`src/design/flash_cmd_consts.svh`:
```
// Opcodes, pin layout and timing counts for the latch and identification commands
// Overview of operation
// - A complete latch-set opcode ended by chip select rising sets the latch.
// - These opcodes arrive as eight single-line clocks or two quad clocks.
// - Single-line opcodes use only line zero; the upper three lines are ignored.
// - A complete latch-clear opcode ended by chip select rising clears the latch.
// - Power-up, reset pin low and soft reset completion clear the latch.
// - Completion of any program, erase, status write or suspend clears the latch.
// - Completion of any protection, lock, boot or address write clears the latch.
// - Three-byte identification is shifted out on one line, single-line mode only.
// - Chip select high ends any read; the output stops driving at once.
// - During program or erase the identification opcode is not decoded.
// - Release ends immediately unless in deep power-down, then after recovery time.
// - Reset pin low takes the device out of deep power-down.
// - Signature read returns one legacy signature byte.
// - Release and signature read work in deep power-down, never while busy.
// - The signature byte repeats while clocks continue; host reads one at least.
// - Maker/device read takes opcode, two dummy bytes, one address; MSB first out.
// - Address zero gives maker byte first, address one gives device byte first.
// - Maker and device bytes alternate until chip select rises.
// - The latch is volatile and shows as status bit one.
`ifndef FLASH_CMD_CONSTS_SVH
`define FLASH_CMD_CONSTS_SVH

`define OPC_LATCH_SET 8'h06
`define OPC_LATCH_CLEAR 8'h04
`define OPC_IDENT_READ 8'h9F
`define OPC_SIGNATURE 8'hAB
`define OPC_MAKER_DEV 8'h90

`define ADDR_DEVICE_FIRST 8'h01
`define MAKER_ADDR_BITS 5'd24
`define SR_BUSY_BIT 0
`define SR_LATCH_BIT 1

`define PIN_WIDTH 7
`define PIN_IDLE 7'h60
`define PIN_RESET 6
`define PIN_CS 5
`define PIN_SCLK 4

`define OE_SINGLE 4'hD
`define OE_QUAD 4'h0
`define OE_OFF 4'hF

`define REF_CLK_NS 100
`define REL_RECOVERY_NS 10000
`define REL_RECOVERY_CYC (`REL_RECOVERY_NS / `REF_CLK_NS)

`endif

```
`src/design/flash_cmd_pkg.sv`:
```
// Types shared by the latch and identification command logic
package flash_cmd_pkg;

   typedef enum logic [5:0] {
      ST_IDLE = 6'h01,
      ST_OPCODE = 6'h02,
      ST_ADDR = 6'h04,
      ST_DONE = 6'h08,
      ST_OUT = 6'h10,
      ST_DISCARD = 6'h20
   } cmd_state_t;

   typedef enum logic [3:0] {
      PEND_NONE = 4'h1,
      PEND_SET = 4'h2,
      PEND_CLEAR = 4'h4,
      PEND_RELEASE = 4'h8
   } pending_t;

   typedef enum logic [2:0] {
      OUT_IDENT = 3'h1,
      OUT_SIG = 3'h2,
      OUT_MAKER = 3'h4
   } out_kind_t;

endpackage : flash_cmd_pkg

```
`src/design/pin_sync.sv`:
```
// Three-stage pin synchroniser with agreement filter
`timescale 1ns/100ps
module pin_sync #(
   parameter int unsigned WIDTH = 1,
   parameter logic [WIDTH-1:0] INIT = '0
) (
   input wire logic clk, // sampling clock
   input wire logic rst, // synchronous reset, high
   input wire logic [WIDTH-1:0] pins_in, // raw pin levels
   output logic [WIDTH-1:0] pins_out // filtered levels
);

   logic [WIDTH-1:0] s1_q;
   logic [WIDTH-1:0] s2_q;
   logic [WIDTH-1:0] s3_q;
   logic [WIDTH-1:0] filt_q;

   if (WIDTH < 1) begin : g_bad_width
      $error("pin_sync needs at least one pin");
   end

   always_ff @(posedge clk) begin
      if (rst) begin
         s1_q <= INIT;
         s2_q <= INIT;
         s3_q <= INIT;
      end else begin
         s1_q <= pins_in;
         s2_q <= s1_q;
         s3_q <= s2_q;
      end
   end

   // A level counts only once stages two and three agree
   for (genvar i = 0; i < WIDTH; i++) begin : g_filt
      always_ff @(posedge clk) begin
         if (rst) begin
            filt_q[i] <= INIT[i];
         end else if (s2_q[i] == s3_q[i]) begin
            filt_q[i] <= s2_q[i];
         end
      end
   end

   assign pins_out = filt_q;

endmodule : pin_sync

```
`src/design/write_latch_and_id_commands.sv`:
```
// Write-permission latch and identification command interpreter
`timescale 1ns/100ps
`include "flash_cmd_consts.svh"
module write_latch_and_id_commands import flash_cmd_pkg::*; #(
   parameter logic [7:0] MAKER_ID = 8'h5A, // arbitrary value
   parameter logic [7:0] MEM_TYPE = 8'h3C, // arbitrary value
   parameter logic [7:0] MEM_DENSITY = 8'h21, // arbitrary value
   parameter logic [7:0] SIGNATURE_ID = 8'h47, // arbitrary value
   parameter logic [7:0] DEVICE_ID = 8'h47, // arbitrary value
   parameter int unsigned RECOVERY_CYC = `REL_RECOVERY_CYC
) (
   input wire logic ref_clk, // 10 MHz system clock
   input wire logic rst, // synchronous reset, high
   input wire logic cs_n, // chip select pin
   input wire logic sclk, // serial clock pin
   input wire logic [3:0] sio_in, // data lines in
   output logic [3:0] sio_out, // data lines out
   output logic [3:0] sio_oe_n, // data line enables, low drives
   input wire logic reset_pin_n, // hardware reset pin
   input wire logic quad_command_mode, // quad opcode mode
   input wire logic operation_busy_flag, // program or erase running
   input wire logic write_op_done, // pulse: content-changing command done
   input wire logic soft_reset_done, // pulse: software reset done
   input wire logic powerdown_enter, // pulse: enter deep power-down
   output logic write_permission_latch, // latch state
   output logic [1:0] status_low, // status bits one and zero
   output logic deep_powerdown, // in deep power-down
   output logic standby // deselected and ready
);

   // ****************************************
   // Pin sampling and edge finding
   // ****************************************
   localparam int REC_BOUND = RECOVERY_CYC + 2;

   if (RECOVERY_CYC < 1 || RECOVERY_CYC > 998) begin : g_bad_recovery
      $error("recovery count must lie in 1..998");
   end

   logic [`PIN_WIDTH-1:0] pins_f;
   logic cs_f;
   logic sclk_f;
   logic [3:0] sio_f;
   logic hw_reset;
   logic sclk_prev_q;
   logic cs_prev_q;
   logic sclk_rise;
   logic sclk_fall;
   logic cs_rise;

   pin_sync #(
      .WIDTH(`PIN_WIDTH),
      .INIT(`PIN_IDLE)
   ) u_pin_sync (
      .clk(ref_clk),
      .rst(rst),
      .pins_in({reset_pin_n, cs_n, sclk, sio_in}),
      .pins_out(pins_f)
   );

   assign cs_f = pins_f[`PIN_CS];
   assign sclk_f = pins_f[`PIN_SCLK];
   assign sio_f = pins_f[3:0];
   assign hw_reset = ~pins_f[`PIN_RESET];

   always_ff @(posedge ref_clk) begin
      if (rst) begin
         sclk_prev_q <= 1'b0;
         cs_prev_q <= 1'b1;
      end else begin
         sclk_prev_q <= sclk_f;
         cs_prev_q <= cs_f;
      end
   end

   assign sclk_rise = sclk_f & ~sclk_prev_q & ~cs_f;
   assign sclk_fall = ~sclk_f & sclk_prev_q & ~cs_f;
   assign cs_rise = cs_f & ~cs_prev_q;

   // ****************************************
   // Command decode
   // ****************************************
   cmd_state_t state_q;
   pending_t pend_q;
   out_kind_t kind_q;
   logic quad_q;
   logic [4:0] bit_cnt_q;
   logic [7:0] shin_q;
   logic [7:0] shin_next;
   logic opc_last;
   logic addr_last;
   logic dpd_q;
   logic [15:0] recov_q;
   logic latch_q;
   cmd_state_t dec_state;
   pending_t dec_pend;
   out_kind_t dec_kind;

   // Upper lines are not looked at in single-line mode
   assign shin_next = quad_q ? {shin_q[3:0], sio_f} : {shin_q[6:0], sio_f[0]};
   assign opc_last = quad_q ? (bit_cnt_q == 5'd1) : (bit_cnt_q == 5'd7);
   assign addr_last = (state_q == ST_ADDR) && (bit_cnt_q == `MAKER_ADDR_BITS - 5'd1);

   always_comb begin
      dec_state = ST_DISCARD;
      dec_pend = PEND_NONE;
      dec_kind = OUT_IDENT;
      // Nothing is decoded while a program or erase runs
      if (!operation_busy_flag) begin
         if (shin_next == `OPC_SIGNATURE) begin
            dec_state = ST_OUT;
            dec_kind = OUT_SIG;
            dec_pend = PEND_RELEASE;
         end else if (!dpd_q) begin
            if (shin_next == `OPC_LATCH_SET) begin
               dec_state = ST_DONE;
               dec_pend = PEND_SET;
            end else if (shin_next == `OPC_LATCH_CLEAR) begin
               dec_state = ST_DONE;
               dec_pend = PEND_CLEAR;
            end else if (shin_next == `OPC_IDENT_READ && !quad_q) begin
               dec_state = ST_OUT;
            end else if (shin_next == `OPC_MAKER_DEV && !quad_q) begin
               dec_state = ST_ADDR;
               dec_kind = OUT_MAKER;
            end
         end
      end
   end

   always_ff @(posedge ref_clk) begin
      if (rst || hw_reset) begin
         state_q <= ST_IDLE;
         pend_q <= PEND_NONE;
         kind_q <= OUT_IDENT;
         quad_q <= 1'b0;
         bit_cnt_q <= 5'd0;
         shin_q <= 8'h00;
      end else if (cs_f) begin
         state_q <= ST_IDLE;
         pend_q <= PEND_NONE;
         quad_q <= quad_command_mode;
         bit_cnt_q <= 5'd0;
         shin_q <= 8'h00;
      end else if (sclk_rise) begin
         unique case (state_q)
            ST_IDLE, ST_OPCODE: begin
               shin_q <= shin_next;
               bit_cnt_q <= bit_cnt_q + 5'd1;
               state_q <= ST_OPCODE;
               if (opc_last) begin
                  state_q <= dec_state;
                  pend_q <= dec_pend;
                  kind_q <= dec_kind;
                  bit_cnt_q <= 5'd0;
               end
            end
            ST_ADDR: begin
               shin_q <= shin_next;
               bit_cnt_q <= bit_cnt_q + 5'd1;
               if (addr_last) begin
                  state_q <= ST_OUT;
               end
            end
            ST_DONE: begin
               state_q <= ST_DISCARD;
               pend_q <= PEND_NONE;
            end
            ST_OUT, ST_DISCARD: begin
               state_q <= state_q;
            end
         endcase
      end else if (state_q == ST_IDLE) begin
         state_q <= ST_OPCODE;
      end
   end

   // ****************************************
   // Identification output
   // ****************************************
   logic exec_set;
   logic exec_clear;
   logic exec_release;
   logic load_out;
   out_kind_t load_kind;
   logic [1:0] start_sel;
   logic [7:0] shout_q;
   logic [1:0] byte_sel_q;
   logic [2:0] out_cnt_q;
   logic [3:0] sio_out_q;
   logic drive_q;
   logic last_out;

   function automatic logic [7:0] id_byte(input out_kind_t k, input logic [1:0] sel);
      logic [7:0] b;
      b = SIGNATURE_ID;
      if (k == OUT_IDENT) begin
         b = (sel == 2'd0) ? MAKER_ID : ((sel == 2'd1) ? MEM_TYPE : MEM_DENSITY);
      end else if (k == OUT_MAKER) begin
         b = (sel == 2'd0) ? MAKER_ID : DEVICE_ID;
      end
      return b;
   endfunction : id_byte

   function automatic logic [1:0] next_sel(input out_kind_t k, input logic [1:0] sel);
      logic [1:0] n;
      n = 2'd0;
      if (k == OUT_IDENT) begin
         n = (sel == 2'd2) ? 2'd0 : sel + 2'd1;
      end else if (k == OUT_MAKER) begin
         n = {1'b0, ~sel[0]};
      end
      return n;
   endfunction : next_sel

   assign exec_set = cs_rise && (state_q == ST_DONE) && (pend_q == PEND_SET);
   assign exec_clear = cs_rise && (state_q == ST_DONE) && (pend_q == PEND_CLEAR);
   assign exec_release = cs_rise && (state_q == ST_OUT) && (pend_q == PEND_RELEASE);

   assign load_out = sclk_rise && (addr_last ||
      ((state_q == ST_IDLE || state_q == ST_OPCODE) && opc_last && dec_state == ST_OUT));
   assign load_kind = (state_q == ST_ADDR) ? kind_q : dec_kind;
   // Address one starts with the device byte
   assign start_sel = (addr_last && shin_next == `ADDR_DEVICE_FIRST) ? 2'd1 : 2'd0;
   assign last_out = quad_q ? (out_cnt_q == 3'd1) : (out_cnt_q == 3'd7);

   always_ff @(posedge ref_clk) begin
      if (rst || hw_reset || cs_f) begin
         drive_q <= 1'b0;
         sio_out_q <= 4'h0;
         out_cnt_q <= 3'd0;
         byte_sel_q <= 2'd0;
         shout_q <= 8'h00;
      end else if (load_out) begin
         shout_q <= id_byte(load_kind, start_sel);
         byte_sel_q <= start_sel;
         out_cnt_q <= 3'd0;
      end else if (sclk_fall && state_q == ST_OUT) begin
         // Falling edge presents the next bits, MSB first
         drive_q <= 1'b1;
         sio_out_q <= quad_q ? shout_q[7:4] : {2'b00, shout_q[7], 1'b0};
         if (last_out) begin
            // Bytes follow in a ring while clocks continue
            shout_q <= id_byte(kind_q, next_sel(kind_q, byte_sel_q));
            byte_sel_q <= next_sel(kind_q, byte_sel_q);
            out_cnt_q <= 3'd0;
         end else begin
            shout_q <= quad_q ? {shout_q[3:0], 4'h0} : {shout_q[6:0], 1'b0};
            out_cnt_q <= out_cnt_q + 3'd1;
         end
      end
   end

   assign sio_out = sio_out_q;
   assign sio_oe_n = drive_q ? (quad_q ? `OE_QUAD : `OE_SINGLE) : `OE_OFF;

   // ****************************************
   // Latch and power state
   // ****************************************
   // A set landing with a completion clear wins
   always_ff @(posedge ref_clk) begin
      if (rst || hw_reset) begin
         latch_q <= 1'b0;
      end else if (exec_set) begin
         latch_q <= 1'b1;
      end else if (exec_clear) begin
         latch_q <= 1'b0;
      end else if (write_op_done || soft_reset_done) begin
         latch_q <= 1'b0;
      end
   end

   always_ff @(posedge ref_clk) begin
      if (rst || hw_reset) begin
         dpd_q <= 1'b0;
         recov_q <= 16'd0;
      end else if (recov_q != 16'd0) begin
         recov_q <= recov_q - 16'd1;
         if (recov_q == 16'd1) begin
            dpd_q <= 1'b0;
         end
      end else if (exec_release && dpd_q) begin
         recov_q <= RECOVERY_CYC[15:0];
      end else if (powerdown_enter) begin
         dpd_q <= 1'b1;
      end
   end

   assign write_permission_latch = latch_q;
   assign status_low = {latch_q, operation_busy_flag};
   assign deep_powerdown = dpd_q;
   assign standby = cs_f && !dpd_q && !operation_busy_flag;

   // ****************************************
   // Checks
   // ****************************************
   a_latch_set_done: assert property (@(posedge ref_clk) disable iff (rst)
      exec_set && !hw_reset |=> write_permission_latch && status_low[`SR_LATCH_BIT])
      else $error("latch not set after set command");

   a_latch_clear_done: assert property (@(posedge ref_clk) disable iff (rst)
      exec_clear |=> !write_permission_latch)
      else $error("latch not cleared after clear command");

   a_reset_pin_clears: assert property (@(posedge ref_clk) disable iff (rst)
      hw_reset |=> !write_permission_latch)
      else $error("reset pin did not clear latch");

   a_reset_wakes_up: assert property (@(posedge ref_clk) disable iff (rst)
      hw_reset |=> !deep_powerdown)
      else $error("reset pin did not leave deep power-down");

   a_completion_clears: assert property (@(posedge ref_clk) disable iff (rst)
      (write_op_done || soft_reset_done) && !exec_set |=> !write_permission_latch)
      else $error("completion did not clear latch");

   a_quad_opcode_len: assert property (@(posedge ref_clk) disable iff (rst)
      sclk_rise && quad_q && state_q == ST_OPCODE && bit_cnt_q == 5'd1 && !hw_reset
      |=> state_q != ST_OPCODE)
      else $error("quad opcode not finished after two clocks");

   a_busy_no_decode: assert property (@(posedge ref_clk) disable iff (rst)
      sclk_rise && opc_last && operation_busy_flag && !hw_reset
      && (state_q == ST_OPCODE || state_q == ST_IDLE) |=> state_q == ST_DISCARD)
      else $error("opcode decoded while busy");

   a_late_clock_drops: assert property (@(posedge ref_clk) disable iff (rst)
      state_q == ST_DONE && sclk_rise && !hw_reset |=> state_q == ST_DISCARD ##0 !exec_set)
      else $error("latch command kept after extra clock");

   a_deselect_stops: assert property (@(posedge ref_clk) disable iff (rst)
      cs_rise |=> sio_oe_n == `OE_OFF)
      else $error("output still driven after deselect");

   a_single_line_out: assert property (@(posedge ref_clk) disable iff (rst)
      !quad_q && sio_oe_n != `OE_OFF |-> sio_oe_n == `OE_SINGLE && sio_out[3] == 1'b0)
      else $error("single-line read uses wrong lines");

   a_msb_first: assert property (@(posedge ref_clk) disable iff (rst)
      sclk_fall && state_q == ST_OUT && !quad_q && !hw_reset && !load_out
      |=> sio_out[1] == $past(shout_q[7]))
      else $error("output bit is not the byte MSB");

   a_device_first: assert property (@(posedge ref_clk) disable iff (rst)
      load_out && addr_last && shin_next == `ADDR_DEVICE_FIRST && !hw_reset
      |=> shout_q == DEVICE_ID)
      else $error("address one did not put device byte first");

   a_bytes_alternate: assert property (@(posedge ref_clk) disable iff (rst)
      sclk_fall && state_q == ST_OUT && kind_q == OUT_MAKER && last_out && !hw_reset
      |=> byte_sel_q != $past(byte_sel_q))
      else $error("maker and device bytes do not alternate");

   a_signature_repeats: assert property (@(posedge ref_clk) disable iff (rst)
      sclk_fall && state_q == ST_OUT && kind_q == OUT_SIG && last_out && !hw_reset
      |=> shout_q == SIGNATURE_ID)
      else $error("signature byte not repeated");

   a_release_delayed: assert property (@(posedge ref_clk) disable iff (rst)
      exec_release && deep_powerdown && !hw_reset
      |=> !standby ##0 (1'b1 ##[1:REC_BOUND] !deep_powerdown))
      else $error("release recovery not observed");

   c_latch_set: cover property (@(posedge ref_clk) disable iff (rst) exec_set);
   c_maker_read: cover property (@(posedge ref_clk) disable iff (rst)
      sclk_fall && state_q == ST_OUT && kind_q == OUT_MAKER && last_out);
   c_release_wake: cover property (@(posedge ref_clk) disable iff (rst)
      exec_release && deep_powerdown);
   c_quad_signature: cover property (@(posedge ref_clk) disable iff (rst)
      drive_q && quad_q);

endmodule : write_latch_and_id_commands

```
`config.mk`:
```
export PLATFORM = sky130hd
export DESIGN_NAME = write_latch_and_id_commands
export DESIGN_NICKNAME = d
export VERILOG_FILES = /design/src/design/flash_cmd_pkg.sv /design/src/design/pin_sync.sv /design/src/design/write_latch_and_id_commands.sv
export VERILOG_INCLUDE_DIRS = /design/src /design/src/design
export SDC_FILE = /design/constraint.sdc
export NUM_CORES = 1
export LEC_CHECK = 0
export BUFFER_PORTS_ARGS = -buffer_cell sky130_fd_sc_hd__buf_2
export CORE_ASPECT_RATIO = 0.75
export CORE_MARGIN = 1.5
export CORE_UTILIZATION = 48
export DETAILED_ROUTE_END_ITERATION = 7
export HOLD_SLACK_MARGIN = 0.15
export PLACE_DENSITY = 0.67
export SETUP_SLACK_MARGIN = 0.2
export SYNTH_ARGS = -nofsm -noshare
export SYNTH_HDL_FRONTEND = slang
export SYNTH_SLANG_ARGS = --single-unit
```
`constraint.sdc`:
```
create_clock -name ref_clk -period 3.4 [get_ports ref_clk]
set_input_delay 0.34 -clock ref_clk [delete_from_list [all_inputs] [get_ports ref_clk]]
set_output_delay 0.34 -clock ref_clk [all_outputs]
set_load 0.05 [all_outputs]
```
==> flow_summary_export.csv <==
group,metric,value,unit
run_status,status,"finished, violations left",
run_status,violations,"design-rule violations",
sta,setup_ws,0.551,ns
run,drv_cap,0,
grt,grt_pass1_wl,15.3,mm
sta,period_share,83.8,%
logic_synthesis,synth_nets,516,
clock_tree,cts_root_buf,"clkbuf_16",
floorplan,num_rows,29,
place,placed_cell_area,4480,um^2
worst_setup_path,reg2reg_depth,6,
grt,antenna_found_initial,0,
cells_and_area,final_layout_size_suffix_gt1_share,12.4,%
clock_tree,insertion_delay,0.34,ns
cells_and_area,nets,533,
worst_setup_path,reg2reg_to,"shout_q[2]",
cells_and_area,final_area,4770,um^2
power_and_ir_drop,p_per_area,448,nW/um^2
cells_and_area,instances_no_fill,626,
floorplan,die_area,9540,um^2
sta,clock.fmax,351,MHz
floorplan,start_util,50.2,%
routing,via_count,3553,
logic_synthesis,yosysSeqAreaShare,42.9,%
worst_hold_path,min_path_cells,2,
worst_setup_path,cp.arrival,3.04,ns
routing,first_pass_iters,7,
logic_synthesis,yosys_warnings,0,
place,placed_cells,611,
sta,rsz0062_at_grt,"no",
cells_and_area,post-route-util,55.7,%
grt,grt_overflow_total,0,
worst_setup_path,critical_path_class,"reg2reg",
worst_hold_path,worstHoldEndpoint,"u_pin_sync.s1_q[6]",
grt,grt_max_degree,33,
logic_synthesis,synth_edf_count,0,
logic_synthesis,synthCells,497,
clock_tree,post_cts_buffers,0,
place,dp_hpwl,6.31,mm
power_and_ir_drop,vdd_ir_drop_max,0.398,mV
worst_hold_path,hold_start,"reset_pin_n",
clock_tree,cts.reportedPaths.clkPinSlew,0.06,ns
clock_tree,cts_buffer_depth,2,
floorplan,die_h,84.9,um
logic_synthesis,async_flop_share,0,%
floorplan,core-area,8560,um^2
clock_tree,cts_buffers,9,
worst_setup_path,ff2ff_setup_slack,0.55,ns
grt,track_usage,20.0,%
sta,hold_viol,0,
worst_setup_path,crit_slowest_cell,"or4_1",
power_and_ir_drop,p_leak,1.75,nW
sta,period_minus_slack,2.85,ns
routing,drc,3,
worst_setup_path,cp_top_family,"simple AND/OR/NAND/NOR gates",
floorplan,ios,27,
worst_setup_path,crit_fanout,10,
clock_tree,htreeDepth,3,
worst_hold_path,worstHoldPathType,"in2reg",
grt,grt-busiest-layer,"met2",
routing,wl_per_cell,14.4,um
sta,fin_skew,0.00835,ns
worst_setup_path,worstSetupStartpointType,"register",
sta,fin_setup_tns,0,ns
clock_tree,cts.sinks,92,
sta,worst_pin_slew,1.12,ns
grt,grt.met1_usage,27.9,%
grt,use_met3,4.93,%
floorplan,die_w,112,um
cells_and_area,syn_to_final_growth,10.9,%
logic_synthesis,syn-mean-instance-area,8.65,um^2
grt,grt_pass1_vias,3221,
routing,drt_wl_total,9.04,mm
worst_setup_path,max_stage_delay,0.63,ns
routing,drtAntennaViolNets,0,
sta,slew_viol_final,0,
sta,relSlewSlack,25.1,%
logic_synthesis,synth_cell_types,64,
place,portBuffers,26,
routing,vias_per_cell,5.68,
place,gp_congestion,0.870,
cells_and_area,antenna_cells,0,
worst_setup_path,cp-end-kind,"register",
clock_tree,post_cts_resized,0,
routing,drt-initial-drc-count,210,
logic_synthesis,ys_seq_elements,92,
clock_tree,cts_tree,"done",
clock_tree,ctsHoldBuffers,0,
logic_synthesis,synth-main-ff-cell,"dfxtp_1",
grt,use_met2,28.8,%
sta,setup_viol,0,
sta,holdWs,0.181,ns
place,place_ws,0.576,ns
worst_setup_path,required,3.59,ns
worst_setup_path,crit-reg2reg-launch,"u_pin_sync.pins_out[5]",
worst_setup_path,cp_num_buf_inv,0,
logic_synthesis,synthesis.area,4300,um^2
power_and_ir_drop,p_total,2.14,mW
worst_setup_path,crit_path_cell_trace,"or3b_1 -> nand2b_4 -> or4_1 -> o41ai_4 -> o221a_1 -> nor3_2",
-- layer usage --
layer  up-vias  wire, um
met5         -         0
met4         0       229
met3        20       420
met2       100      3750
met1      1609      4640
li1       1824         -
-- sequential cells by signal (all words and copies together) (netlist names) --
register / count
deep_powerdown: 1
u_pin_sync.s1_q: 7
state_q: 6
kind_q: 3
quad_q: 1
shin_q: 7
cs_prev_q: 1
byte_sel_q: 2
pend_q: 4
sio_out: 4
bit_cnt_q: 5
recov_q: 16
write_permission_latch: 1
shout_q: 8
u_pin_sync.pins_out: 7
u_pin_sync.s3_q: 7
u_pin_sync.s2_q: 7
drive_q: 1
out_cnt_q: 3
sclk_prev_q: 1
-- final cells by class --
| class | count | area (um^2) |
|---|---|---|
| well taps | 108 | 135 |
| clock inverters | 5 | 61.3 |
| flip-flops and latches | 92 | 1840 |
| multi-input cells | 371 | 2300 |
| inverters | 8 | 30.0 |
| clock buffers | 10 | 229 |
| fillers | 785 | 3790 |
| repair buffers | 32 | 175 |
-- cells by family after synthesis --
logic type                 count (synthesis)  synth area share [%]
and+or+nand+nor                          227                  28.3
AOI/OAI and AO/OA                        108                  16.9
DFF                                       92                  42.9
buffers and inverters                     34                  3.73
xor gates and xnor gates                  17                  3.46
muxes                                     14                  3.32
adders and majority gates                  5                  1.46
-- cells in the mapped netlist, types with 10 or more instances --
cell type	number	area, um^2
a211oi_1	10	75.1
nor3_1	12	60.1
nor2b_1	24	150
o21ai_0	17	85.1
clkbuf_1	15	56.3
dfxtp_1	92	1840
mux2i_1	12	120
nand2_1	41	154
a21oi_1	34	170
nor2_1	56	210
nand3_1	17	85.1
-- power breakdown --
group | leakage (nW) | internal [mW] | switching, mW
Clock | 0.143 | 0.569 | 0.412
Combinational | 0.862 | 0.0236 | 0.0366
Sequential | 0.745 | 1.09 | 0.00571
-- worst max-delay path by stage --
| stage | slack [ns] | endpoint | start | cells after the start |
|---|---|---|---|---|
| after global placement | 0.60 | shout_q[2] | u_pin_sync.pins_out[5] | 6 |
| after floorplan | 0.80 | shout_q[2] | u_pin_sync.pins_out[5] | 9 |
| after CTS | 0.56 | shout_q[2] | u_pin_sync.pins_out[5] | 6 |
| after detailed placement | 0.58 | shout_q[2] | u_pin_sync.pins_out[5] | 6 |
| after global routing | 0.39 | shout_q[2] | u_pin_sync.pins_out[5] | 6 |
| final | 0.55 | shout_q[2] | u_pin_sync.pins_out[5] | 6 |
-- cell usage in the layout, fill, tap and decap left out, types with 8 or more instances in the layout --
cell and instances:
nand4_1 9, xnor2_1 8, inv_1 8, a31oi_1 8, nor4_1 9, buf_2 26, nor2b_1 24, dfxtp_1 92
mux2i_1 12, a211oi_1 10, a21oi_1 34, o21ai_0 17, nor2_1 56, xor2_1 9, clkbuf_16 9, nand3_1 17
nor3_1 12, nand2_1 41
Note: power is estimated with default switching activity, not from simulation.
